==> src/core/vkcv_regs.svh <==
// Constants for the key-driven playback control block
`ifndef VKCV_REGS_SVH
`define VKCV_REGS_SVH
`define VKCV_DEBOUNCE_US 20000
`define VKCV_CLK_MHZ 10
`define VKCV_DEBOUNCE_CYC (`VKCV_DEBOUNCE_US * `VKCV_CLK_MHZ)
`define VKCV_VOL_MIN 4'h1
`define VKCV_VOL_MAX 4'hF
`define VKCV_VOL_RESET 4'h8
`define VKCV_DRIVE_RESET 4'h6
`define VKCV_VOL_CMD_BASE 8'hE0
`define VKCV_VOICE_FIRST 7'h00
`define VKCV_VOICE_LAST 7'h7F
`define VKCV_SENT_FIRST 8'h00
`endif

==> src/core/vkcv_pkg.sv <==
// Types for the key-driven playback control block
package vkcv_pkg;
    typedef enum logic [2:0] {
        VKCV_IDLE = 3'b001,
        VKCV_PLAY = 3'b010,
        VKCV_STOPPED = 3'b100
    } vkcv_play_t;
endpackage

==> src/core/vkcv_debounce.sv <==
// Key debouncer with press-edge pulse
`timescale 1ns/10ps
`include "vkcv_regs.svh"
module vkcv_debounce #(
    parameter int CNT_MAX = `VKCV_DEBOUNCE_CYC
) (
    input wire logic core_clk_in,
    input wire logic reset_n_in,
    input wire logic key_n_in,
    output logic pressed_out,
    output logic press_pulse_out
);
    typedef struct packed {
        logic stable;
        logic [31:0] cnt;
        logic pulse;
    } vkcv_deb_t;
    vkcv_deb_t s_q, s_d;

    // Count while raw level differs from stable level, accept after CNT_MAX
    always_comb begin
        s_d = s_q;
        s_d.pulse = 1'b0;
        if ((~key_n_in) == s_q.stable) begin
            s_d.cnt = '0;
        end else if (s_q.cnt >= 32'(CNT_MAX - 1)) begin
            s_d.cnt = '0;
            s_d.stable = ~key_n_in;
            s_d.pulse = ~key_n_in;
        end else begin
            s_d.cnt = s_q.cnt + 32'h0000_0001;
        end
    end

    // State register
    always_ff @(posedge core_clk_in) begin
        if (!reset_n_in) begin
            s_q <= '0;
        end else begin
            s_q <= s_d;
        end
    end

    assign pressed_out = s_q.stable;
    assign press_pulse_out = s_q.pulse;

    one_pulse_a: assert property (@(posedge core_clk_in) disable iff (!reset_n_in)
        press_pulse_out |=> !press_pulse_out) else $error("press pulse longer than one cycle");
endmodule

==> src/core/vkcv_key_ctrl.sv <==
// Key-driven playback control, volume stepping and serial mode select
`timescale 1ns/10ps
`include "vkcv_regs.svh"
module vkcv_key_ctrl
    import vkcv_pkg::*;
#(
    parameter int DEBOUNCE_CYC = `VKCV_DEBOUNCE_CYC,
    parameter int NUM_KEYS = 6
) (
    input wire logic core_clk_in,
    input wire logic reset_n_in,
    input wire logic direct_mode_en_in,
    input wire logic build_two_wire_in,
    input wire logic sel_pulled_low_in,
    input wire logic voice_done_in,
    input wire logic key_play_next_voice_n_in,
    input wire logic key_play_next_sentence_n_in,
    input wire logic key_stop_n_in,
    input wire logic key_rewind_first_n_in,
    input wire logic key_volume_up_n_in,
    input wire logic key_volume_down_n_in,
    output logic playing_out,
    output logic [7:0] voice_cmd_out,
    output logic [7:0] sentence_out,
    output logic [3:0] volume_level_out,
    output logic [7:0] volume_cmd_out,
    output logic [3:0] output_drive_level_out,
    output logic mute_out,
    output logic two_wire_mode_out,
    output logic cmd_strobe_out
);
    logic [NUM_KEYS-1:0] key_n;
    logic [NUM_KEYS-1:0] press;

    typedef struct packed {
        vkcv_play_t play;
        logic [6:0] voice;
        logic [7:0] sentence;
        logic [3:0] vol;
        logic [3:0] drive;
        logic two_wire;
        logic strobe;
    } vkcv_state_t;
    vkcv_state_t s_q, s_d;

    // Keys gathered low-active in a vector
    assign key_n = {key_volume_down_n_in, key_volume_up_n_in, key_rewind_first_n_in,
                    key_stop_n_in, key_play_next_sentence_n_in, key_play_next_voice_n_in};

    // One debouncer per key
    genvar gi;
    generate
        for (gi = 0; gi < NUM_KEYS; gi++) begin : g_key
            vkcv_debounce #(.CNT_MAX(DEBOUNCE_CYC)) u_deb (
                .core_clk_in(core_clk_in),
                .reset_n_in(reset_n_in),
                .key_n_in(key_n[gi]),
                .pressed_out(),
                .press_pulse_out(press[gi])
            );
        end
    endgenerate

    // Drive-level field for a volume level; codes 1010B and 1101B skipped
    function automatic logic [3:0] drive_of(input logic [3:0] lvl);
        logic [3:0] r;
        r = 4'h0;
        if (lvl >= 4'hC) begin
            case (lvl)
                4'hC: r = 4'hB;
                4'hD: r = 4'hC;
                4'hE: r = 4'hE;
                default: r = 4'hF;
            endcase
        end else if (lvl >= 4'h2) begin
            r = lvl - 4'h2;
        end
        return r;
    endfunction

    // Key actions and playback state
    always_comb begin
        s_d = s_q;
        s_d.strobe = 1'b0;
        // Serial mode: pulled-low select pin swaps the built-in choice
        s_d.two_wire = build_two_wire_in ^ sel_pulled_low_in;
        if (s_q.play == VKCV_PLAY && voice_done_in) begin
            s_d.play = VKCV_IDLE;
        end
        if (direct_mode_en_in) begin
            if (press[0]) begin
                s_d.strobe = 1'b1;
                if (s_q.play == VKCV_PLAY) begin
                    s_d.voice = (s_q.voice == `VKCV_VOICE_LAST) ? `VKCV_VOICE_FIRST
                                : s_q.voice + 7'h01;
                end
                s_d.play = VKCV_PLAY;
            end else if (press[1]) begin
                s_d.strobe = 1'b1;
                if (s_q.play == VKCV_PLAY) begin
                    s_d.sentence = s_q.sentence + 8'h01;
                end
                s_d.play = VKCV_PLAY;
            end else if (press[2]) begin
                s_d.play = VKCV_STOPPED;
                s_d.strobe = 1'b1;
            end else if (press[3]) begin
                s_d.voice = `VKCV_VOICE_FIRST;
                s_d.sentence = `VKCV_SENT_FIRST;
                s_d.strobe = 1'b1;
            end
            if (press[4] && !press[5] && s_q.vol != `VKCV_VOL_MAX) begin
                s_d.vol = s_q.vol + 4'h1;
            end else if (press[5] && !press[4] && s_q.vol != `VKCV_VOL_MIN) begin
                s_d.vol = s_q.vol - 4'h1;
            end
        end
        s_d.drive = drive_of(s_d.vol);
    end

    // State register
    always_ff @(posedge core_clk_in) begin
        if (!reset_n_in) begin
            s_q.play <= VKCV_IDLE;
            s_q.voice <= `VKCV_VOICE_FIRST;
            s_q.sentence <= `VKCV_SENT_FIRST;
            s_q.vol <= `VKCV_VOL_RESET;
            s_q.drive <= `VKCV_DRIVE_RESET;
            s_q.two_wire <= 1'b0;
            s_q.strobe <= 1'b0;
        end else begin
            s_q <= s_d;
        end
    end

    // Outputs
    assign playing_out = (s_q.play == VKCV_PLAY);
    assign voice_cmd_out = {1'b0, s_q.voice};
    assign sentence_out = s_q.sentence;
    assign volume_level_out = s_q.vol;
    assign volume_cmd_out = `VKCV_VOL_CMD_BASE | {4'h0, s_q.vol};
    assign mute_out = (s_q.vol == `VKCV_VOL_MIN);
    assign output_drive_level_out = s_q.drive;
    assign two_wire_mode_out = s_q.two_wire;
    assign cmd_strobe_out = s_q.strobe;

    // Volume stepping and saturation
    vol_up_step_a: assert property (@(posedge core_clk_in) disable iff (!reset_n_in)
        direct_mode_en_in && press[4] && !press[5] && volume_level_out != 4'hF
        |=> volume_level_out == $past(volume_level_out) + 4'h1) else $error("volume up");
    vol_dn_step_a: assert property (@(posedge core_clk_in) disable iff (!reset_n_in)
        direct_mode_en_in && press[5] && !press[4] && volume_level_out != 4'h1
        |=> volume_level_out == $past(volume_level_out) - 4'h1) else $error("volume down");
    vol_saturate_a: assert property (@(posedge core_clk_in) disable iff (!reset_n_in)
        volume_level_out >= 4'h1) else $error("volume below level 1");
    vol_top_hold_a: assert property (@(posedge core_clk_in) disable iff (!reset_n_in)
        direct_mode_en_in && press[4] && volume_level_out == 4'hF
        |=> volume_level_out == 4'hF) else $error("volume passed level 15");
    vol_bottom_hold_a: assert property (@(posedge core_clk_in) disable iff (!reset_n_in)
        direct_mode_en_in && press[5] && volume_level_out == 4'h1
        |=> volume_level_out == 4'h1) else $error("volume passed level 1");

    // Command code, drive table and mute
    mute_level_a: assert property (@(posedge core_clk_in) disable iff (!reset_n_in)
        mute_out == (volume_cmd_out == 8'hE1)) else $error("mute mismatch");
    vol_code_a: assert property (@(posedge core_clk_in) disable iff (!reset_n_in)
        volume_cmd_out[7:4] == 4'hE && volume_cmd_out[3:0] == volume_level_out)
        else $error("volume command code");
    drive_low_a: assert property (@(posedge core_clk_in) disable iff (!reset_n_in)
        volume_level_out inside {[4'h2:4'hB]} |->
        output_drive_level_out == volume_level_out - 4'h2) else $error("drive level");
    drive_high_a: assert property (@(posedge core_clk_in) disable iff (!reset_n_in)
        volume_level_out >= 4'hC |-> output_drive_level_out ==
            ((volume_level_out == 4'hC) ? 4'hB :
            (volume_level_out == 4'hD) ? 4'hC : volume_level_out))
        else $error("drive table high");
    drive_skip_a: assert property (@(posedge core_clk_in) disable iff (!reset_n_in)
        output_drive_level_out != 4'hA && output_drive_level_out != 4'hD)
        else $error("unused drive code");

    // Play, skip, stop and rewind keys
    play_key_a: assert property (@(posedge core_clk_in) disable iff (!reset_n_in)
        direct_mode_en_in && press[0] |=> playing_out && cmd_strobe_out)
        else $error("play key ignored");
    next_voice_a: assert property (@(posedge core_clk_in) disable iff (!reset_n_in)
        direct_mode_en_in && press[0] && playing_out
        |=> voice_cmd_out[6:0] == $past(voice_cmd_out[6:0]) + 7'h01)
        else $error("next voice");
    sentence_key_a: assert property (@(posedge core_clk_in) disable iff (!reset_n_in)
        direct_mode_en_in && press[1] && !press[0] |=> playing_out && cmd_strobe_out)
        else $error("sentence key ignored");
    next_sentence_a: assert property (@(posedge core_clk_in) disable iff (!reset_n_in)
        direct_mode_en_in && press[1] && !press[0] && playing_out
        |=> sentence_out == $past(sentence_out) + 8'h01) else $error("next sentence");
    stop_key_a: assert property (@(posedge core_clk_in) disable iff (!reset_n_in)
        direct_mode_en_in && press[2] && !press[1] && !press[0] |=> !playing_out)
        else $error("stop ignored");
    rewind_key_a: assert property (@(posedge core_clk_in) disable iff (!reset_n_in)
        direct_mode_en_in && press[3] && press[2:0] == 3'b000 |=> voice_cmd_out == 8'h00)
        else $error("rewind failed");
    voice_range_a: assert property (@(posedge core_clk_in) disable iff (!reset_n_in)
        voice_cmd_out <= 8'h7F) else $error("voice code out of range");

    // Key enable, strobe source and serial mode
    strobe_keys_a: assert property (@(posedge core_clk_in) disable iff (!reset_n_in)
        cmd_strobe_out |-> $past(direct_mode_en_in) && $past(press[3:0]) != 4'h0)
        else $error("strobe without key");
    keys_disabled_a: assert property (@(posedge core_clk_in) disable iff (!reset_n_in)
        !direct_mode_en_in |=> $stable(volume_level_out)) else $error("keys acted");
    mode_swap_a: assert property (@(posedge core_clk_in) disable iff (!reset_n_in)
        ##1 two_wire_mode_out == ($past(build_two_wire_in) ^ $past(sel_pulled_low_in)))
        else $error("mode select");
endmodule

==> config.mk <==
export PLATFORM = sky130hd
export DESIGN_NAME = vkcv_key_ctrl
export DESIGN_NICKNAME = d
export VERILOG_FILES = /design/src/core/vkcv_pkg.sv /design/src/core/vkcv_debounce.sv /design/src/core/vkcv_key_ctrl.sv
export VERILOG_INCLUDE_DIRS = /design/src /design/src/core
export SDC_FILE = /design/constraint.sdc
export NUM_CORES = 1
export LEC_CHECK = 0
export ABC_AREA = 1
export BUFFER_PORTS_ARGS = -buffer_cell sky130_fd_sc_hd__buf_4
export CAP_MARGIN = 20
export CORE_MARGIN = 2
export CORE_UTILIZATION = 40
export CTS_CLUSTER_SIZE = 10
export DETAILED_ROUTE_END_ITERATION = 8
export SYNTH_ARGS = -nofsm -noshare
export SYNTH_HDL_FRONTEND = slang
export SYNTH_HIERARCHICAL = 1
export SYNTH_SLANG_ARGS = --single-unit
==> constraint.sdc <==
create_clock -name core_clk_in -period 2.1 [get_ports core_clk_in]
set_clock_uncertainty 0.05 [all_clocks]
set_input_delay 0.21 -clock core_clk_in [delete_from_list [all_inputs] [get_ports core_clk_in]]
set_output_delay 0.21 -clock core_clk_in [all_outputs]
set_load 0.03 [all_outputs]
==> metrics <==
final-layout setup total negative slack=0 ns; ratio of final minimum period to clock period=0.9214; area of the placeable core=0.02361 mm^2; Layout Utilization=0.4774; Worst-Skew Late Latency=about 0.52 ns; Die W=approximately 160 um; mean number of vias per cell=between 4 and 5; most instantiated flip-flop cell in the synthesis netlist=sky130_fd_sc_hd__dfxtp_1; pin count of the biggest net entering global routing=22; vias=about 6.9k; total of buffers placed on input and output ports=between 40 and 50; count of mapped cells out of synthesis=roughly 1.2k; maximum fanout along the worst path=5; level count of the clock H-tree=1; effective utilization at floorplan=0.4098; antenna violations before repair=0; Finish-stage setup viols=0; Synth async-reset ratio=0; Std-Cell Rows=56; cell at the root of the clock tree=sky130_fd_sc_hd__clkbuf_16; max-cap check violation count=0; number of pins with negative max-slew slack in the final report=0; Min Clock Period, post-route=between 1.5 and 2 ns; Power Total=between 8 and 9 mW; highest attainable clock frequency=516.8 MHz; fraction of power consumed by the clock network=0.437; TritonCTS clock tree=done; P&R area growth vs syn=16.49%; dpl cells=between 1.5k and 2k; number of flops mapped to enable cells by yosys=0; height of the chip=159.5 um; Pleak=~4.5 nW; die area=between 0.02 and 0.03 mm^2; gr usage total=0.1271; Post-Place Cell Area=0.01040 mm^2; number of distinct library cells after synthesis=43; via count of the first global-routing pass=roughly 6.6k; Pint=roughly 7.0 mW; wire per inst=just under 10 um; clock buffer count from CTS=27; final cell area excluding filler cells=approximately 0.011 mm^2; Flop pwr share=0.516; switching power as a share of total power=0.2147; count of TritonRoute iterations in the first routing pass=5; Crit Path Category=register to register; DR DRC count=0; CP endpoint kind=register; number of flip-flops and latches in the synthesized netlist=approximately 230; VDD IR max=0.5903 mV; Final Hold Slack=0.3903 ns; Cell Pwr Density=~790 mW/mm^2; antenna viol nets, final=0; clock input transition at the sequential cells of the worst setup and hold paths=0.06 ns; slack of the critical path=between 0.15 and 0.2 ns; Antenna Diode Count=0; total half-perimeter wirelength after legalization and detailed placement=11,130 um; number of synthesis warnings=6; Setup crit start kind=register; number of non-filler instances in the completed layout=1,613; routed wire length=15,710 um; class of the most critical hold timing path=input port to register; number of DRC markers in iteration 0=around 260; net count of the finished layout=approximately 1.3k; Avg Synthesized Cell Area=about 8.3 um^2; Netlist Area Pre-Place=0.009677 mm^2; outcome=completed; Switch Pwr=1.906 mW; Setup Slack @ Placement=-0.05412 ns; number of sinks on the clock net=roughly 230; share of the yosys chip area belonging to registers=0.4800; Worst EP arrival=approximately 2.3 ns; share of final-layout standard cells stronger than drive strength 1=0.1507; final global-route overflow total=0; routability congestion estimate from global placement=approximately 0.79; required time of the critical path=about 2.5 ns; Max clock buf depth=3; combinational power share=0.047; wire length of the first global-routing pass=about 28,000 um; count of final hold-check violations=0; count of boundary I/O pins=48
[cells in the mapped netlist, drive strengths merged, types with 2 or more instances]
cell	instances	area [um^2]
xor2	57	499.2
nor3	28	242.7
a21oi	42	232.7
dfxtp	232	4644
nand2	212	873.3
or2	8	52.56
xnor2	13	113.9
o21ai	28	158.9
buf	38	307.8
ha	13	162.7
a31oi	7	43.79
nand3b	10	97.59
nand3	63	455.4
nor2	252	1069
conb	8	30.03
inv	119	446.7
clkbuf	2	7.510
nor3b	9	97.59
nand4	15	93.84
[layout make-up]
| class | instances | area (um^2) |
|---|---|---|
| well taps | 319 | 399.1 |
| clock buffers | 32 | 694.4 |
| repair buffers | 57 | 455.4 |
| inverters | 119 | 446.7 |
| clock inverters | 2 | 13.76 |
| fillers | 2290 | 12340 |
| multi-input cells | 852 | 4611 |
| flip-flops and latches | 232 | 4652 |
[cell usage in the layout, fill, tap and decap left out, types with 11 or more instances in the layout]
master	n
sky130_fd_sc_hd__o21ai_0	13
sky130_fd_sc_hd__nand3_1	43
sky130_fd_sc_hd__dlygate4sd3_1	11
sky130_fd_sc_hd__xnor2_1	13
sky130_fd_sc_hd__o21ai_1	12
sky130_fd_sc_hd__ha_1	12
sky130_fd_sc_hd__xor2_1	57
sky130_fd_sc_hd__clkbuf_16	27
sky130_fd_sc_hd__nor2_4	14
sky130_fd_sc_hd__nand4_1	15
sky130_fd_sc_hd__a21oi_1	35
sky130_fd_sc_hd__nor3_1	15
sky130_fd_sc_hd__nand3_2	14
sky130_fd_sc_hd__buf_4	46
sky130_fd_sc_hd__nand2_1	179
sky130_fd_sc_hd__nand2_2	31
sky130_fd_sc_hd__conb_1	89
sky130_fd_sc_hd__nor2_1	231
sky130_fd_sc_hd__dfxtp_1	230
sky130_fd_sc_hd__inv_1	114
[cell families (layout without fill, tap and decap cells)]
family	after synthesis	after routing	synth area share
flip-flops	232	232	0.4800
other	8	89	0.003103
AO/OA/AOI/OAI	82	82	0.04926
buffers and inverters	159	210	0.07874
AND/OR/NAND/NOR	598	598	0.3088
XOR/XNOR	70	70	0.06336
adder cells (fa/ha/maj)	13	13	0.01681
[flip-flops by register name, indices dropped and copies added (netlist names)]
| signal | cells |
|---|---|
| s_q | 3 |
| cmd_strobe_out | 1 |
| two_wire_mode_out | 1 |
| g_key.u_deb/pressed_out | 6 |
| volume_level_out | 4 |
| g_key.u_deb/s_q | 192 |
| g_key.u_deb/press_pulse_out | 6 |
| output_drive_level_out | 4 |
| sentence_out | 8 |
| voice_cmd_out | 7 |
[what timing repair did]
item,4_1_cts,5_1_grt
endpoints found under the hold margin,19,0
buffers inserted,0,1
resized for setup,1,15
setup endpoints to repair,4,4
hold buffers,11,0
pin swaps,0,3
[final timing paths]
kind,from,end,slack [ns],cells past startpoint
max,volume_level_out[1],output_drive_level_out[0],0.17,16
min reg2reg,g_key[4].u_deb/s_q[1],g_key[4].u_deb/s_q[1],0.40,1
max reg2reg,volume_level_out[1],output_drive_level_out[0],0.17,16
min,key_rewind_first_n_in,g_key[3].u_deb/press_pulse_out,0.39,3
[power by group through the flow]
stage / logic, mW / registers (mW) / clock network (mW)
final: 0.418 / 4.58 / 3.88
after global routing: 0.477 / 4.59 / 4.24
after CTS: 0.405 / 4.58 / 4.04
after detailed placement: 0.386 / 4.67 / 0
after global placement: 0.381 / 4.67 / 0
after floorplan: 0.304 / 4.67 / 0
[critical path, stage by stage (launching register included)]
cell and delay [ns]:
sky130_fd_sc_hd__dfxtp_4 0.36, sky130_fd_sc_hd__inv_2 0.05, sky130_fd_sc_hd__ha_1 0.18, sky130_fd_sc_hd__nand2_2 0.08
sky130_fd_sc_hd__nand2_2 0.07, sky130_fd_sc_hd__nand2_2 0.07, sky130_fd_sc_hd__nand2_2 0.08, sky130_fd_sc_hd__o21bai_1 0.17
sky130_fd_sc_hd__nand2_2 0.09, sky130_fd_sc_hd__inv_2 0.07, sky130_fd_sc_hd__ha_1 0.13, sky130_fd_sc_hd__inv_1 0.04
sky130_fd_sc_hd__nor2_1 0.09, sky130_fd_sc_hd__nor2_1 0.05, sky130_fd_sc_hd__nand2_2 0.09, sky130_fd_sc_hd__nand2_1 0.06
sky130_fd_sc_hd__a21oi_1 0.12
[per-layer routing]
metal  part of all wire  GRT usage  vias up
met1               0.49     0.1638     3013
met2               0.46     0.2163       89
met4              0.020    0.04050        0
met3              0.034    0.02240       24
li1                   -          -     3769
met5                  0          0        -
Power figures use the tool's default switching activity.
